### config.mk
export PLATFORM = sky130hd
export DESIGN_NAME = line_codec_misc_command_regs
export DESIGN_NICKNAME = d
export VERILOG_FILES = /design/src/rtl/line_codec_pkg.sv /design/src/rtl/csd_term_decode.sv /design/src/rtl/line_codec_misc_command_regs.sv
export VERILOG_INCLUDE_DIRS = /design/src /design/src/rtl
export SDC_FILE = /design/constraint.sdc
export NUM_CORES = 1
export LEC_CHECK = 0
export BUFFER_PORTS_ARGS = -buffer_cell sky130_fd_sc_hd__buf_4
export CORE_MARGIN = 4
export CORE_UTILIZATION = 51
export DETAILED_ROUTE_END_ITERATION = 6
export HOLD_SLACK_MARGIN = 0.08
export MAX_ROUTING_LAYER = met4
export PLACE_DENSITY_LB_ADDON = 0.05
export SYNTH_ARGS = -nofsm -noshare
export SYNTH_HDL_FRONTEND = slang
export SYNTH_SLANG_ARGS = --single-unit
### constraint.sdc
create_clock -name clk -period 2.2 [get_ports clk]
set_input_delay 0.22 -clock clk [delete_from_list [all_inputs] [get_ports clk]]
set_output_delay 0.22 -clock clk [all_outputs]
set_load 0.02 [all_outputs]
### src/rtl/line_codec_defs.svh
// offsets, field positions, reset values and timing counts of the command register bank
`ifndef LINE_CODEC_DEFS_SVH
`define LINE_CODEC_DEFS_SVH

// ------------------------------------------------------------
// command bytes and register offsets
// ------------------------------------------------------------
`define CMD_Z_IIR_WR      8'h9A
`define CMD_Z_IIR_RD      8'h9B
`define CMD_DBC_WR        8'hC8
`define CMD_DBC_RD        8'hC9
`define CMD_TX_RD         8'hCD
`define CMD_GK_WR         8'hE8
`define CMD_GK_RD         8'hE9
`define CMD_RW_BIT        0

// ------------------------------------------------------------
// field layout and reset values
// ------------------------------------------------------------
`define Z_IIR_BYTES       3'd5
`define Z_IIR_LAST        3'd4
`define Z_IIR_RESET       40'h01_90_90_01_90
`define DBC_STB_EN        7
`define DBC_STB_POL       6
`define DBC_TIME_HI       5
`define DBC_TIME_LO       2
`define DBC_RSVD          1
`define DBC_CHOP_EN       0
`define DBC_RESET         8'h20
`define GK_RESET          4'h0
`define RSVD_BYTE         8'h00

// ------------------------------------------------------------
// timing
// ------------------------------------------------------------
`define CLK_HZ            40000000
`define MS_TICK_US        1000
`define MS_CYCLES         ((`CLK_HZ / 1000000) * `MS_TICK_US)
`define ZF_RATE_HZ        32000
`define ZF_CYCLES         (`CLK_HZ / `ZF_RATE_HZ)
`define CHOP_HZ           256000
`define CHOP_HALF_CYCLES  (`CLK_HZ / (2 * `CHOP_HZ))
`define ZF_CNT_W          11
`define CHOP_CNT_W        7
`define MS_CNT_W          16

`endif

### src/rtl/line_codec_pkg.sv
// types shared by the command register bank
package line_codec_pkg;

   typedef enum logic [1:0] {
      S_IDLE,
      S_WR,
      S_RD
   } cmd_state_e;

   typedef struct packed {
      logic       valid;
      logic       is_cmd;
      logic [7:0] data;
   } host_in_s;

   typedef struct packed {
      logic        valid;
      logic [1:0]  chan;
      logic [15:0] sample;
   } tx_in_s;

   typedef struct packed {
      logic signed [1:0] weight;
      logic [2:0]        shift;
   } csd_term_s;

   typedef struct packed {
      csd_term_s [3:0] z5;
      csd_term_s [1:0] z6;
      csd_term_s [3:0] z7;
   } z_rec_s;

endpackage : line_codec_pkg

### src/rtl/csd_term_decode.sv
// decodes the five recursive coefficient bytes into signed shift terms
`timescale 1ns/1ps
module csd_term_decode
   import line_codec_pkg::*;
(
   input  wire logic [39:0] raw,
   output z_rec_s           terms
);

   csd_term_s [9:0] flat;

   // ------------------------------------------------------------
   // one nibble per term: sign on top, shift count below
   // ------------------------------------------------------------
   genvar k;
   generate
      for (k = 0; k < 10; k++) begin : g_term
         assign flat[k].weight = raw[4*k+3] ? -2'sd1 : 2'sd1;  // RQ3
         assign flat[k].shift  = raw[4*k+2 -: 3];              // RQ4
      end
   endgenerate

   // byte 1 holds z5 terms 4,3 down to byte 5 with z7 terms 2,1
   assign terms.z5 = flat[9:6];  // RQ2
   assign terms.z6 = flat[5:4];  // RQ6
   assign terms.z7 = flat[3:0];

endmodule : csd_term_decode

### src/rtl/line_codec_misc_command_regs.sv
// command register bank: recursive z coefficients, debounce/strobe, tx sample, ground key
//
// Contract
// RQ1 - 9Ah/9Bh touch only recursive z coefficients
// RQ2 - five bytes, z5 z5 z6 z7 z7
// RQ3 - sign bit zero positive, one negative
// RQ4 - nibble is sign then 3-bit shift
// RQ5 - z filter runs at 32 kHz
// RQ6 - z6 scales recursive section input by reciprocal
// RQ7 - output times z6, gain z5/z6
// RQ8 - coefficient words reset to 0190h
// RQ9 - C8h/C9h one register for all channels
// RQ10 - strobe en, pol, debounce, reserved, chopper
// RQ11 - strobe enable bit turns strobing on
// RQ12 - polarity bit selects high or low pulse
// RQ13 - no strobe output unless pin mode set
// RQ14 - hook stable debounce ms; reset 20h
// RQ15 - reserved bits written zero, read anything
// RQ16 - chopper enable drives chopper clock
// RQ17 - Transmit_sample_readback returns sample byte then reserved
// RQ18 - linear mode returns upper sample byte
// RQ19 - armed channel interrupts on new sample
// RQ20 - E8h/E9h ground key period bits 3:0
// RQ21 - ground key filters detect input one b
// RQ22 - period zero bypasses; resets to x0h
`timescale 1ns/1ps
`include "line_codec_defs.svh"
module line_codec_misc_command_regs
   import line_codec_pkg::*;
#(
   parameter int MS_CYCLES = `MS_CYCLES
) (
   input  wire logic       clk,
   input  wire logic       rst,
   input  host_in_s        host_in,
   input  wire logic       rd_req,
   output logic            rd_valid,
   output logic [7:0]      rd_byte,
   input  wire logic [1:0] chan_sel,
   input  wire logic       pin_mode_selector,
   input  wire logic       linear_mode,
   input  wire logic [3:0] tx_interrupt_arm,
   input  tx_in_s          tx_in,
   input  wire logic [3:0] detect_input_one,
   input  wire logic [3:0] detect_input_one_b,
   output logic [3:0]      rt_hook,
   output logic [3:0]      rt_ground,
   output logic            mux_strobe_output,
   output logic            mux_strobe_oe,
   output logic            chopper_clock_out,
   output logic            z_filter_tick,
   output z_rec_s [3:0]    z_coeffs,
   output logic [3:0]      tx_irq
);

   // ------------------------------------------------------------
   // command state
   // ------------------------------------------------------------
   cmd_state_e        state_q, state_d;
   logic [7:0]        cmd_q, cmd_d;
   logic [2:0]        idx_q, idx_d;
   logic [39:0]       shadow_q, shadow_d;
   logic [39:0]       coef_q [4];
   logic [39:0]       coef_d [4];
   logic [7:0]        dbc_q, dbc_d;
   logic [3:0]        gk_q [4];
   logic [3:0]        gk_d [4];
   logic [7:0]        txb_q [4];
   logic [7:0]        txb_d [4];
   logic [3:0]        irq_q, irq_d;
   logic              rdv_q, rdv_d;
   logic [7:0]        rdb_q, rdb_d;
   logic              data_in;

   assign data_in = host_in.valid && !host_in.is_cmd;

   always_comb begin
      logic [39:0] sh;
      sh       = '0;
      state_d  = state_q;
      cmd_d    = cmd_q;
      idx_d    = idx_q;
      shadow_d = shadow_q;
      coef_d   = coef_q;
      dbc_d    = dbc_q;
      gk_d     = gk_q;
      txb_d    = txb_q;
      irq_d    = irq_q;
      rdv_d    = 1'b0;
      rdb_d    = rdb_q;
      if (host_in.valid && host_in.is_cmd) begin
         cmd_d = host_in.data;
         idx_d = 3'd0;
         case (host_in.data)
            `CMD_Z_IIR_WR, `CMD_DBC_WR, `CMD_GK_WR:               state_d = S_WR;
            `CMD_Z_IIR_RD, `CMD_DBC_RD, `CMD_TX_RD, `CMD_GK_RD:   state_d = S_RD;
            default:                                               state_d = S_IDLE;
         endcase
      end else if (data_in && state_q == S_WR) begin
         case (cmd_q)
            `CMD_Z_IIR_WR: begin
               shadow_d = {shadow_q[31:0], host_in.data};              // RQ2
               idx_d    = idx_q + 3'd1;
               if (idx_q == `Z_IIR_LAST) begin
                  coef_d[chan_sel] = {shadow_q[31:0], host_in.data};   // RQ1
                  state_d          = S_IDLE;
               end
            end
            `CMD_DBC_WR: begin
               dbc_d   = host_in.data;                                 // RQ9 RQ10
               state_d = S_IDLE;
            end
            `CMD_GK_WR: begin
               gk_d[chan_sel] = host_in.data[3:0];                     // RQ20
               state_d        = S_IDLE;
            end
            default: state_d = S_IDLE;
         endcase
      end else if (rd_req && state_q == S_RD) begin
         rdv_d = 1'b1;
         idx_d = idx_q + 3'd1;
         case (cmd_q)
            `CMD_Z_IIR_RD: begin
               sh    = coef_q[chan_sel] >> {3'(`Z_IIR_LAST - idx_q), 3'b000};
               rdb_d = sh[7:0];                                        // RQ1 RQ2
               if (idx_q == `Z_IIR_LAST) begin
                  state_d = S_IDLE;
               end
            end
            `CMD_DBC_RD: begin
               rdb_d   = dbc_q;                                        // RQ15
               state_d = S_IDLE;
            end
            `CMD_TX_RD: begin
               if (idx_q == 3'd0) begin
                  rdb_d           = txb_q[chan_sel];                   // RQ17
                  irq_d[chan_sel] = 1'b0;                              // RQ19
               end else begin
                  rdb_d   = `RSVD_BYTE;
                  state_d = S_IDLE;
               end
            end
            `CMD_GK_RD: begin
               rdb_d   = {4'h0, gk_q[chan_sel]};                       // RQ20
               state_d = S_IDLE;
            end
            default: begin
               rdb_d   = `RSVD_BYTE;
               state_d = S_IDLE;
            end
         endcase
      end
      if (tx_in.valid) begin
         txb_d[tx_in.chan] = linear_mode ? tx_in.sample[15:8] : tx_in.sample[7:0];  // RQ18
         if (tx_interrupt_arm[tx_in.chan]) begin
            irq_d[tx_in.chan] = 1'b1;                                  // RQ19
         end
      end
   end

   always_ff @(posedge clk) begin
      if (rst) begin
         state_q  <= S_IDLE;
         cmd_q    <= 8'h00;
         idx_q    <= 3'd0;
         shadow_q <= 40'h00_0000_0000;
         for (int c = 0; c < 4; c++) begin
            coef_q[c] <= `Z_IIR_RESET;                                 // RQ8
            gk_q[c]   <= `GK_RESET;                                    // RQ22
            txb_q[c]  <= 8'h00;
         end
         dbc_q    <= `DBC_RESET;                                       // RQ14
         irq_q    <= 4'h0;
         rdv_q    <= 1'b0;
         rdb_q    <= 8'h00;
      end else begin
         state_q  <= state_d;
         cmd_q    <= cmd_d;
         idx_q    <= idx_d;
         shadow_q <= shadow_d;
         coef_q   <= coef_d;
         gk_q     <= gk_d;
         txb_q    <= txb_d;
         dbc_q    <= dbc_d;
         irq_q    <= irq_d;
         rdv_q    <= rdv_d;
         rdb_q    <= rdb_d;
      end
   end

   assign rd_valid = rdv_q;
   assign rd_byte  = rdb_q;
   assign tx_irq   = irq_q;

   // ------------------------------------------------------------
   // coefficient decode per channel
   // ------------------------------------------------------------
   genvar ch;
   generate
      for (ch = 0; ch < 4; ch++) begin : g_dec
         // z6 goes to the datapath both as input 1/z6 and output z6 scale
         csd_term_decode u_dec (
            .raw   (coef_q[ch]),
            .terms (z_coeffs[ch])                                      // RQ6 RQ7
         );
      end
   endgenerate

   // ------------------------------------------------------------
   // time bases, strobe and chopper
   // ------------------------------------------------------------
   logic [`ZF_CNT_W-1:0]   zf_cnt_q, zf_cnt_d;
   logic [`CHOP_CNT_W-1:0] ch_cnt_q, ch_cnt_d;
   logic [`MS_CNT_W-1:0]   ms_cnt_q, ms_cnt_d;
   logic                   zf_tick_q, zf_tick_d;
   logic                   ms_tick_q, ms_tick_d;
   logic                   chop_q, chop_d;
   logic                   stb_q, stb_d;
   logic                   stb_oe_q, stb_oe_d;

   always_comb begin
      zf_tick_d = (zf_cnt_q == `ZF_CNT_W'(`ZF_CYCLES - 1));
      zf_cnt_d  = zf_tick_d ? '0 : zf_cnt_q + 1'b1;                   // RQ5
      ms_tick_d = (ms_cnt_q == `MS_CNT_W'(MS_CYCLES - 1));
      ms_cnt_d  = ms_tick_d ? '0 : ms_cnt_q + 1'b1;
      ch_cnt_d  = ch_cnt_q + 1'b1;
      chop_d    = chop_q;
      if (ch_cnt_q == `CHOP_CNT_W'(`CHOP_HALF_CYCLES - 1)) begin
         ch_cnt_d = '0;
         chop_d   = ~chop_q;
      end
      if (!dbc_q[`DBC_CHOP_EN]) begin
         chop_d = 1'b0;                                                // RQ16
      end
      // one-cycle pulse each sample period while strobe enable is set, idle level set by polarity
      stb_d    = dbc_q[`DBC_STB_POL] ^ (zf_tick_q & dbc_q[`DBC_STB_EN]);  // RQ11 RQ12
      stb_oe_d = pin_mode_selector & dbc_q[`DBC_STB_EN];              // RQ13
   end

   always_ff @(posedge clk) begin
      if (rst) begin
         zf_cnt_q  <= '0;
         ms_cnt_q  <= '0;
         ch_cnt_q  <= '0;
         zf_tick_q <= 1'b0;
         ms_tick_q <= 1'b0;
         chop_q    <= 1'b0;
         stb_q     <= 1'b0;
         stb_oe_q  <= 1'b0;
      end else begin
         zf_cnt_q  <= zf_cnt_d;
         ms_cnt_q  <= ms_cnt_d;
         ch_cnt_q  <= ch_cnt_d;
         zf_tick_q <= zf_tick_d;
         ms_tick_q <= ms_tick_d;
         chop_q    <= chop_d;
         stb_q     <= stb_d;
         stb_oe_q  <= stb_oe_d;
      end
   end

   assign z_filter_tick     = zf_tick_q;
   assign chopper_clock_out = chop_q;
   assign mux_strobe_output = stb_q;
   assign mux_strobe_oe     = stb_oe_q;

   // ------------------------------------------------------------
   // hook debounce and ground key filter per channel
   // ------------------------------------------------------------
   generate
      for (ch = 0; ch < 4; ch++) begin : g_rt
         logic [3:0] hk_cnt_q, hk_cnt_d;
         logic [3:0] gk_cnt_q, gk_cnt_d;
         logic       hook_q, hook_d;
         logic       gnd_q, gnd_d;

         always_comb begin
            hk_cnt_d = hk_cnt_q;
            hook_d   = hook_q;
            if (detect_input_one[ch] == hook_q) begin
               hk_cnt_d = 4'h0;
            end else if (hk_cnt_q >= dbc_q[`DBC_TIME_HI:`DBC_TIME_LO]) begin
               hook_d   = detect_input_one[ch];                        // RQ14
               hk_cnt_d = 4'h0;
            end else if (ms_tick_q) begin
               hk_cnt_d = hk_cnt_q + 4'h1;
            end
            gk_cnt_d = gk_cnt_q;
            gnd_d    = gnd_q;
            if (gk_q[ch] == 4'h0) begin
               gnd_d    = detect_input_one_b[ch];                      // RQ22
               gk_cnt_d = 4'h0;
            end else if (ms_tick_q) begin
               if (gk_cnt_q + 4'h1 >= gk_q[ch]) begin
                  gnd_d    = detect_input_one_b[ch];                   // RQ21
                  gk_cnt_d = 4'h0;
               end else begin
                  gk_cnt_d = gk_cnt_q + 4'h1;
               end
            end
         end

         always_ff @(posedge clk) begin
            if (rst) begin
               hk_cnt_q <= 4'h0;
               gk_cnt_q <= 4'h0;
               hook_q   <= 1'b0;
               gnd_q    <= 1'b0;
            end else begin
               hk_cnt_q <= hk_cnt_d;
               gk_cnt_q <= gk_cnt_d;
               hook_q   <= hook_d;
               gnd_q    <= gnd_d;
            end
         end

         assign rt_hook[ch]   = hook_q;
         assign rt_ground[ch] = gnd_q;
      end
   endgenerate
endmodule : line_codec_misc_command_regs

* After elaboration in Yosys (flattened, before gate mapping)
Index checks and enable logic that the tools add are counted. Widths: inputs -> output; s select.
Word-level totals: register bits 353, input port bits 48, output and inout port bits 225, logic and storage cells 273
Cells by class: $add $sub $neg 13, magnitude comparators 16, equality and inequality tests 26, shift operators 1, muxes and demuxes 102, bitwise operators 16, reductions and logical operators 55
Operators with widths (number):
- $bwmux 160 | 1
- $mux 40 | 3
- $eq 8x8->1 const B | 14
- $mux 2 | 46
- $bmux 40 s2 | 1
- $demux 40 s2 | 1
- $mux 4 | 14
- $mux 8 | 5
- $shr 40x6->8 | 1
- $add 4x1->4 const B | 8
- $bwmux 32 | 1
- $ge 4x4->1 | 8
- $pmux 8 s4 | 1
- $reduce_and 2->1 | 10
- $reduce_bool 2->1 | 9
- $reduce_or 2->1 | 9
- $reduce_or 3->1 | 6
- $add 16x1->16 const B | 1
- $bmux 8 s2 | 1
- $bwmux 16 | 1
- $demux 8 s2 | 1
- $eq 16x16->1 const B | 1
- $logic_not 4->1 | 4
- $mux 1 | 16
- other kinds (36) | 66

* Logic depth before layout (Yosys ltp)
Gate-level depths: netlist (run 1).
depth in word-level cells 14, mapped depth 10, gate-level depth less buffers 8

* Hierarchy
A second synthesis (run 1) with hierarchy kept.
Second synthesis, totals: cells, all modules 2023, area total of the unflattened synthesis 17261.6 um^2
Modules (own cells, without submodules):
- line_codec_misc_command_regs | instances 1, cells each 1819, area an instance 15745.1 um^2, seq. area each 7066.8 um^2
- csd_term_decode | instances 4, cells each 51, area an instance 379.1 um^2, seq. area each 0.0 um^2

* Worst setup path before layout (run 1)
Ideal clock, no wire load.
path type register -> register, from reg idx_q[0], to reg rdb_q[2] (netlist: rd_byte[2]), library setup time 0.115 ns, arrival time 2.116 ns, data required time 2.085 ns, setup slack -0.031 ns, cell stages (with the launch flop) 9, path buffers 3, clock period less this slack 2.231 ns, cells stage by stage dfxtp_1 clkbuf_1 inv_1 ha_1 clkbuf_1 clkbuf_1 mux2i_1 a211oi_1 o21a_1
Between the ends: longest elaborated chain between the ends 3, elaborated cells on any way between the ends 5, classes of those cells 1 x add/sub; 1 x shift; 2 x mux; 1 x reduce/logical
RTL lines:
- start: declaration | line line_codec_misc_command_regs.sv:61 | logic [2:0] idx_q, idx_d;
- start signal: assignment | line line_codec_misc_command_regs.sv:179 | idx_q <= idx_d;
- $sub 3x3->3 (no line) / $logic_not 3->1 (equally long branches)
- $shr 40x6->8 / $mux 8 (equally long branches) | line line_codec_misc_command_regs.sv:124, line_codec_misc_command_regs.sv:135
- $pmux 8 s4 * | line line_codec_misc_command_regs.sv:122 | case (cmd_q)
- end signal: assignment | line line_codec_misc_command_regs.sv:187 | rdb_q <= rdb_d;
- end: declaration | line line_codec_misc_command_regs.sv:72 | logic [7:0] rdb_q, rdb_d;
Mark *: on every way between the ends. The rest lies on a longest branch, timed or not. A chain may end at the register's enable or synchronous reset.

* Worst setup path in the final report (run 1)
from reg cmd_q[1], to reg coef_q[139] (netlist name)
Between the ends: longest elaborated chain between the ends 2
RTL lines:
- start: declaration | line line_codec_misc_command_regs.sv:60 | logic [7:0] cmd_q, cmd_d;
- start signal: assignment | line line_codec_misc_command_regs.sv:178 | cmd_q <= cmd_d;
- $eq 8x8->1 | line line_codec_misc_command_regs.sv:100 | case (cmd_q)
- $reduce_and 4->1 (no line)
- end signal: indexed assignment | line line_codec_misc_command_regs.sv:168 | coef_q[c] <= `Z_IIR_RESET;
- end signal: assignment | line line_codec_misc_command_regs.sv:181 | coef_q <= coef_d;
- end: declaration | line line_codec_misc_command_regs.sv:63 | logic [39:0] coef_q [4];
Every way passes these cells.

==> results.md, run 1 <==
- The number of pins with negative max-slew slack in the final report is 0.
- The height of the chip is 185 um.
- The largest driver fanout on the critical path is 24.
- At the worst endpoint, the required time is approximately 2.6 ns.
- The initial utilization of the core area, before any placement, comes to 0.520.
- The clock-pin slew reported for the worst setup and hold paths after clock tree synthesis is roughly 0.06 ns.
- The total length of routed wires is roughly 50000 um.
- In the routed design, unresolved DRC markers number 0.
- Among all stages on the critical path, the largest delay is contributed by sky130_fd_sc_hd__dfxtp_1.
- The buffer depth of the longest clock path is 3.
- Of the available clock period, the critical path in the final layout requires 0.935.
- The portion of the post-synthesis area used by sequential elements is 0.440.
- The post-route core utilization is 0.638.
- The CTS tree is built.
- The actual slew at the worst max-slew pin is between 0.7 and 0.8 ns.
- The total die area is roughly 34000 um2.
- For this run, the slowest stage of the critical path takes about 0.44 ns.
- After synthesis, the share of flip-flops with an asynchronous set or reset is 0.
- The number of core rows is 64.
- After detailed routing, the number of vias per cell comes to 5.56.
- The signed area change from the synthesized netlist to the final layout is 22.6%.
- Of the cells placed in the final design, the portion with a size suffix greater than 1 is 0.199.
- The maximum VDD drop is a little over 0.4 mV.
- By startpoint and endpoint, the worst setup path is classified as flip-flop to flip-flop.
- The number of global-route vias before repair is roughly 13k.
- The count of buffers added by post-CTS timing repair for setup is 0.
- After legalization and detailed placement, the total HPWL measured around 33000 um.
- The first detailed-routing pass ran for 6 iterations.
- The number of antenna violations at the first check in global routing is 0.
- Adding up every negative setup slack in the final design gives 0 ns.
- Based on the critical path, the design can be clocked at up to 0.486 GHz.
- The most used standard cell by instance count after synthesis is sky130_fd_sc_hd__nand2_1.
- On the final layout, the worst hold slack is ~0.12 ns.
- The launching element type of the critical path is a flip-flop.
- The overall fraction of global-route tracks in use is 0.284.
- The most frequent cell on the critical path is sky130_fd_sc_hd__buf_4.
- The synthesized instance count is around 1.8k.
- The number of enable flip-flop cells after synthesis is 0.
- The synthesized design contains around 350 register bits.
- The floorplan step defined a core boundary enclosing 30800 um2.
- The total inserted antenna cells is 0.
- The first global-routing pass estimated between 70000 and 80000 um of wire.
- The leakage power total is 7.64 nW.
- The remaining number of nets flagged by the antenna check after routing is 0.
- The critical path goes through and3b_1 > nand4b_4 > buf_4 > nor4_4 > buf_4 > nand2_1 > a21oi_1.
- The worst clock skew is between 0.015 and 0.02 ns.
- The cell type with the largest total area after synthesis is sky130_fd_sc_hd__dfxtp_1.
- The number of gates resized after cts is 0.
- The max capacitance violation total is 0.
- The share of synthesized area in the top cell type comes to 0.440.
- The synthesized netlist occupies a cell area of 16000 um2.
- After layout, the design draws a total of between 10 and 15 mW.
- The data arrival time of the critical path is ~2.5 ns.
- The count of unique library cells instantiated by Yosys is 56.
- In this run the power density over the cells is between 600 and 700 nW/um2.
- Across all layers, the routed design uses between 10k and 15k vias.
- The worst setup path is captured at a flip-flop.
- Setup repair after global routing left no endpoint under its margin.
- between 200 and 300 I/O pins were placed.
- Buffers inserted during clock tree synthesis total 38.
- The most used flip-flop cell after synthesis is sky130_fd_sc_hd__dfxtp_1.
- The H-tree was split into 2 levels.
- Buffers inserted to repair hold after CTS numbered 21.
- The cell sitting at the root of the clock tree is a sky130_fd_sc_hd__clkbuf_16.
- A synthesized cell averages between 8 and 9 um2.
- The worst hold-check path type is input port to flip-flop.
- For this run, the number of Yosys warnings is 0.
- The clock reaches the later pin of the worst-skew pair after around 0.53 ns.
- The number of sinks driven by the clock tree is 353.
- The global route total overflow is 0.
- The flow ran to the end, and the final reports show no timing, DRC or antenna violations.
- The final-report hold violation count is 0.
- The die is ~190 um wide.
- By area the synthesized netlist is led by sky130_fd_sc_hd__dfxtp_1, sky130_fd_sc_hd__nand2_1, sky130_fd_sc_hd__mux4_2, sky130_fd_sc_hd__a21oi_1, sky130_fd_sc_hd__ha_1.
- The minimum clock period is between 2 and 2.5 ns.
- Entering global routing, the biggest net connects about 150 pins.
- Ranked by instance count, the synthesized netlist is headed by sky130_fd_sc_hd__nand2_1, sky130_fd_sc_hd__dfxtp_1, sky130_fd_sc_hd__a21oi_1.
- The relative max-transition margin is 0.523.
- The number of DRC markers after the initial detailed-route iteration is 953.
- After detailed routing, the average wire length per cell comes to between 15 and 20 um.
- During placement, the flow inserted port buffers numbering approximately 230.
- After the last flow step, the layout net total stands at between 2k and 2.5k.
- At the end of routability-driven placement, the weighted congestion stood at a little under 0.9.
- Setup violations remaining at the end of the flow were counted as 0.
-- worst paths after layout --
path / start / to / slack [ns] / cells past startpoint
hold reg to reg: ms_cnt_q[0] / ms_cnt_q[0] / 0.46 / 1
hold / removal: rst / tx_irq[2] / 0.12 / 2
setup / recovery: cmd_q[1] / coef_q[139] / 0.14 / 7
setup reg to reg: cmd_q[1] / coef_q[139] / 0.14 / 7
-- critical path: cells and delay by family, from the launching register on --
kind | cells | cell delay (ns)
simple gates | 4 | 0.77
buf+inv | 2 | 0.58
compound gates | 1 | 0.15
flops | 1 | 0.44
-- placed cells by master (no fill, tap or decap), types with 8 or more instances in the layout --
cell type / n
sky130_fd_sc_hd__a21oi_1: 203
sky130_fd_sc_hd__buf_12: 11
sky130_fd_sc_hd__ha_1: 49
sky130_fd_sc_hd__nor2_1: 145
sky130_fd_sc_hd__mux2i_1: 40
sky130_fd_sc_hd__a22oi_1: 15
sky130_fd_sc_hd__dfxtp_1: 353
sky130_fd_sc_hd__clkbuf_16: 38
sky130_fd_sc_hd__nand3_1: 40
sky130_fd_sc_hd__nor2b_1: 10
sky130_fd_sc_hd__buf_4: 276
sky130_fd_sc_hd__nand4_1: 15
sky130_fd_sc_hd__inv_1: 27
sky130_fd_sc_hd__a21o_1: 16
sky130_fd_sc_hd__clkbuf_1: 10
sky130_fd_sc_hd__nand2b_1: 15
sky130_fd_sc_hd__o21ai_0: 8
sky130_fd_sc_hd__nand3b_1: 35
sky130_fd_sc_hd__clkbuf_8: 10
sky130_fd_sc_hd__xnor2_1: 30
sky130_fd_sc_hd__mux4_2: 52
sky130_fd_sc_hd__a211oi_1: 41
sky130_fd_sc_hd__conb_1: 40
sky130_fd_sc_hd__dlygate4sd3_1: 21
sky130_fd_sc_hd__and3_1: 12
sky130_fd_sc_hd__nand2_1: 467
sky130_fd_sc_hd__xor2_1: 37
-- cell type report --
class / instances / area, um2
Timing Repair Buffer: 309 / 2520
Tap cell: 396 / 495
Clock inverter: 12 / 188
Multi-Input combinational cell: 1338 / 8190
Clock buffer: 57 / 1110
Fill cell: 2670 / 11200
Inverter: 27 / 101
Sequential cell: 353 / 7070
-- stage by stage --
| stage | worst slack, ns | cells | area, um2 |
|---|---|---|---|
| final | 0.142 | 2492 | 19700 |
| after global routing | 0.00656 | 2492 | 19700 |
| after CTS | 0.141 | 2492 | 19700 |
| after detailed placement | 0.140 | 2402 | 18200 |
| after global placement | 0.149 | 2402 | 18200 |
| after floorplan | 0.0726 | 1888 | 16200 |
-- where the power goes --
part | leakage (nW) | switching, mW | internal [mW] | total [mW]
sequential | 2.85 | 0.0389 | 6.45 | 6.49
combinational | 4.16 | 0.401 | 0.251 | 0.652
clock | 0.630 | 2.62 | 3.99 | 6.61
-- sequential cells by signal, summed over array words and instances (netlist names), 7 cells and up --
| name | flops |
|---|---|
| ch_cnt_q | 7 |
| gk_q | 16 |
| ms_cnt_q | 16 |
| g_rt.hk_cnt_q | 16 |
| shadow_q | 32 |
| rd_byte | 8 |
| txb_q | 32 |
| coef_q | 160 |
| dbc_q | 8 |
| zf_cnt_q | 11 |
| g_rt.gk_cnt_q | 16 |
| cmd_q | 8 |
-- kinds of logic (layout without fill, tap and decap cells) --
kind of cell             Yosys count  count (layout)  synth area share
AO/OA/AOI/OAI                    309             309             0.113
XOR/XNOR                          67              67            0.0366
adder cells (fa/ha/maj)           49              49            0.0382
buffers and inverters            197             405            0.0603
flip-flops                       353             353             0.440
multiplexers                      95              95             0.100
other                              1              40          0.000234
AND/OR/NAND/NOR                  778             778             0.212
-- routing by layer --
metal  global-route usage  vias up  wire, um
li1                     -     6632         -
met1                0.378     6627     20900
met3               0.0399       84      3300
met2                0.458      506     23300
met4               0.0755        0      1080
met5                    -        -         0
Power figures use the tool's default switching activity.
==> inputs of run 2 (changes only) <==
--- a/config.mk
+++ b/config.mk
@@ -6,9 +6,10 @@
 export SDC_FILE = /design/constraint.sdc
 export NUM_CORES = 1
 export LEC_CHECK = 0
+export ABC_AREA = 1
 export BUFFER_PORTS_ARGS = -buffer_cell sky130_fd_sc_hd__buf_4
 export CORE_MARGIN = 4
-export CORE_UTILIZATION = 51
+export CORE_UTILIZATION = 52
 export DETAILED_ROUTE_END_ITERATION = 6
 export HOLD_SLACK_MARGIN = 0.08
 export MAX_ROUTING_LAYER = met4
==> results.md, run 2 <==
- The flow ran to the end, and the final reports show no timing, DRC or antenna violations.
- The total die area is 35800 um2 (+4.3%).
- The number of H-tree levels came to 2 (unchanged).
- The number of sinks driven by the clock tree is 353 (unchanged).
- The largest register by flop count is coef_q.
- The data arrival time of the critical path is 2.34 ns (-0.16 ns).
- The total inserted antenna cells is 0 (unchanged).
- The relative max-transition margin is 0.296 (-0.228).
- The detail-routed net length per standard cell is 17.6 um (-9.5%).
- The minimum clock period is 1.97 ns (-0.0855 ns).
- The setup slack of the critical path after layout is 0.228 ns (+0.0855 ns).
- In this run the clock root is driven by a sky130_fd_sc_hd__clkbuf_16.
- The global route total overflow was 0 (unchanged).
- The number of flip-flops in the largest register is 160 (unchanged).
- The number of DRC markers after the initial detailed-route iteration is 1302 (+37%).
- The area of placed instances is 19100 um2 (+5.1%).
- The clock-pin slew reported for the worst setup and hold paths after clock tree synthesis was 0.06 ns (about the same).
- The worst clock skew is 0.0102 ns (-0.00719 ns).
- The x dimension of the die is 189 um (+2.1%).
- The area of the mapped netlist is 17100 um2 (+6.5%).
- The clock network fraction of design power is 0.467 (-0.014).
- After synthesis, the most frequently instantiated cells are sky130_fd_sc_hd__nand2_1, sky130_fd_sc_hd__dfxtp_1, sky130_fd_sc_hd__nor2_1.
- The worst-skew pair later-pin latency came to 0.53 ns (about the same).
- The mean instance size in the synthesized netlist is 7.66 um2 (-12%).
- The number of pins with negative max-slew slack in the final report is 0 (unchanged).
- Ranked by total cell area, the synthesized netlist is headed by sky130_fd_sc_hd__dfxtp_1, sky130_fd_sc_hd__nand2_1, sky130_fd_sc_hd__a211oi_2, sky130_fd_sc_hd__nor2_1, sky130_fd_sc_hd__inv_1.
- The count of vias placed by the detailed router is 15.6k (+13%).
- The buffer depth of the longest clock path was 3 (unchanged).
- The number of synthesized register bits came to 353 (unchanged).
- The hold path depth came to 4 (+2).
- The initial standard-cell utilization of the core came to 0.527 (+0.00619).
- The final setup violation count is 0 (unchanged).
- The number of search-and-repair iterations in the first detailed-routing pass is 6 (unchanged).
- The net count of the finished layout is 2539 (+17%).
- The leakage power total is 9.12 nW (+19%).
- The power dissipated by switching net loads is 3.15 mW (+2.9%).
- The share of the clock period used by the worst path came to 0.896 (-0.0389).
- The overall fraction of global-route tracks in use is 0.286 (+0.00170).
- The most common cell after layout, fill and taps aside is sky130_fd_sc_hd__nand2_1.
- In the synthesized netlist the dominant register cell turns out to be sky130_fd_sc_hd__dfxtp_1.
- The post-route setup TNS is 0 ns (unchanged).
- The launching element type of the critical path is a flip-flop.
- The max capacitance violation total came to 0 (unchanged).
- The proportion of power drawn by flip-flops and latches is 0.478 (+0.006).
- The final instance count without filler cells came to 2912 (+17%).
- In the layout the commonest cells are sky130_fd_sc_hd__nand2_1, sky130_fd_sc_hd__dfxtp_1, sky130_fd_sc_hd__nor2_1, sky130_fd_sc_hd__buf_4, sky130_fd_sc_hd__inv_1.
- The upper clock frequency limit is 0.507 GHz (+4.3%).
- The fraction of registers with async set/reset is 0 (unchanged).
- The remaining number of nets flagged by the antenna check after routing is 0 (unchanged).
- The number of enable flip-flop cells after synthesis is 0 (unchanged).
- The largest registers in the layout are coef_q: 160 flops, shadow_q: 32 flops, txb_q: 32 flops.
- The critical path endpoint category is a flip-flop.
- The layout cell share with drive strength beyond 1 is 0.195 (-0.00429).
- The final cell area excluding filler cells is 20500 um2 (+4.2%).
- The synthesized design spends more area on one cell type than any other, namely sky130_fd_sc_hd__dfxtp_1.
- The worst hold-check path type is input port to flip-flop.
- The global placement routability congestion was 0.907 (+1.8%).
- The number of CTS-inserted buffers is 39 (+2.6%).
- Setup repair after global routing left no endpoint under its margin.
- The post-route core utilization came to 0.632 (-0.00632).
- The detailed placement HPWL is 36600 um (+9.7%).
- The number of instances in the placed design is 2825 (+18%).
- The critical path class is flip-flop to flip-flop.
- The total design power is 13.6 mW (-1.3%).
- The number of remaining DRC errors came to 0 (unchanged).
- The synthesized instance count was 2232 (+21%).
- The switching portion of total power is 0.232 (+0.00940).
- The largest net degree at the start of global routing came to 86 (-43%).
- The signed area change from the synthesized netlist to the final layout is 19.9%.
- TritonCTS built the clock tree.
- The final hold slack was 0.105 ns (-0.0113 ns).
- The number of antenna violations at the first check in global routing was 0 (unchanged).
- The worst endpoint required time was 2.57 ns (-0.07 ns).
- The number of core rows is 66 (+3.1%).
- The wire length of the first global-routing pass is 81100 um (+7.5%).
- The power density over cell area came to 662 nW/um2 (-5.3%).
- The area of the core region is 32500 um2 (+5.3%).
- The most used standard cell by instance count after synthesis is sky130_fd_sc_hd__nand2_1.
- The actual slew at the worst max-slew pin came to 1.06 ns (+0.341 ns).
- The total length of routed wires is 51400 um (+5.8%).
- The height of the chip came to 189 um (+2.1%).
- The largest driver fanout on the critical path is 46 (+92%).
- The number of top-level pins was 273 (unchanged).
- The top-area cell type share of the netlist area is 0.413 (-0.0270).
- The post-detailed-route via-to-cell ratio is 5.36 (-3.5%).
- The synthesis warning total is 0 (unchanged).
- The count of unique library cells instantiated by Yosys came to 45 (-20%).
- The internal power is 10.4 mW (-2.5%).
- The final-report hold violation count came to 0 (unchanged).
- The count of buffers added by post-CTS timing repair for setup was 0 (unchanged).
- The portion of the post-synthesis area used by sequential elements is 0.413 (-0.0270).
- The count of cells along the worst register-to-register path is 8 (+1).
- The share of power burned in combinational logic is 0.055 (+0.008).
- The number of global-route vias before repair is 14.5k (+7.8%).
- The maximum VDD drop is 0.529 mV (+29%).
- The port buffer count is 232 (unchanged).
- The worst slack at placement is 0.255 ns (+0.115 ns).
run 2: cell types whose count changed after synthesis, moves of 44 or more:
| cell | change |
|---|---|
| sky130_fd_sc_hd__a211oi_2 | +108 |
| sky130_fd_sc_hd__a21oi_1 | -61 |
| sky130_fd_sc_hd__inv_1 | +234 |
| sky130_fd_sc_hd__mux4_2 | -52 |
| sky130_fd_sc_hd__nand2_1 | -51 |
| sky130_fd_sc_hd__nand3_1 | +44 |
| sky130_fd_sc_hd__nor2_1 | +128 |
| sky130_fd_sc_hd__o21ai_0 | +133 |
run 2: kinds of logic (layout without fill, tap and decap cells):
kind of cell	count (synthesis)	count (layout)	synth area share
other	1	40	0.000219
buffers and inverters	434	633	0.112
DFF	353	353	0.413
xor gates and xnor gates	23	23	0.0118
AOI/OAI and AO/OA	513	513	0.212
adders and majority gates	49	49	0.0359
and+or+nand+nor	851	851	0.209
muxes	8	8	0.00527
run 2: power groups by stage:
stage	clock network, mW	registers (mW)	logic [mW]
finish	6.33	6.49	0.751
global route	6.71	6.49	0.818
CTS	6.45	6.49	0.745
detailed placement	0	6.63	0.716
global placement	0	6.63	0.710
floorplan	0	6.62	0.510
run 2: path summary, 6_finish.rpt:
kind | from | to | slack [ns]
hold / removal | tx_in[8] | txb_q[24] | 0.11
setup reg to reg | idx_q[0] | coef_q[55] | 0.23
hold reg to reg | txb_q[1] | txb_q[1] | 0.45
setup / recovery | idx_q[0] | coef_q[55] | 0.23
run 2: layer usage:
layer | vias to the layer above | part of all wire | GRT usage
li1 | 7694 | - | -
met1 | 7294 | 0.45 | 0.398
met2 | 555 | 0.45 | 0.444
met3 | 69 | 0.076 | 0.0459
met4 | 0 | 0.018 | 0.0618
met5 | - | 0 | -
run 2: cell type report:
type / instances / area [um2]
clock buffers: 61 / 1120
clock inverters: 8 / 105
multi-input cells: 1484 / 8260
repair buffers: 292 / 2370
well taps: 442 / 553
fillers: 2915 / 12000
flip-flops and latches: 353 / 7070
inverters: 272 / 1030
run 2: worst max-delay path, cell delays in order (launching register included):
cell and delay, ns:
sky130_fd_sc_hd__dfxtp_1 0.31, sky130_fd_sc_hd__inv_1 0.07, sky130_fd_sc_hd__ha_1 0.19, sky130_fd_sc_hd__nand2_1 0.08, sky130_fd_sc_hd__nor2_2 0.42, sky130_fd_sc_hd__nand3_4 0.11, sky130_fd_sc_hd__buf_4 0.33, sky130_fd_sc_hd__nor2_1 0.20
sky130_fd_sc_hd__a211oi_2 0.05
run 2: timing repair:
item                                    CTS  global route
endpoints found under the setup margin    0             1
hold buffers                             18             0
endpoints found under the hold margin    48             0
gates resized for setup                   0             1
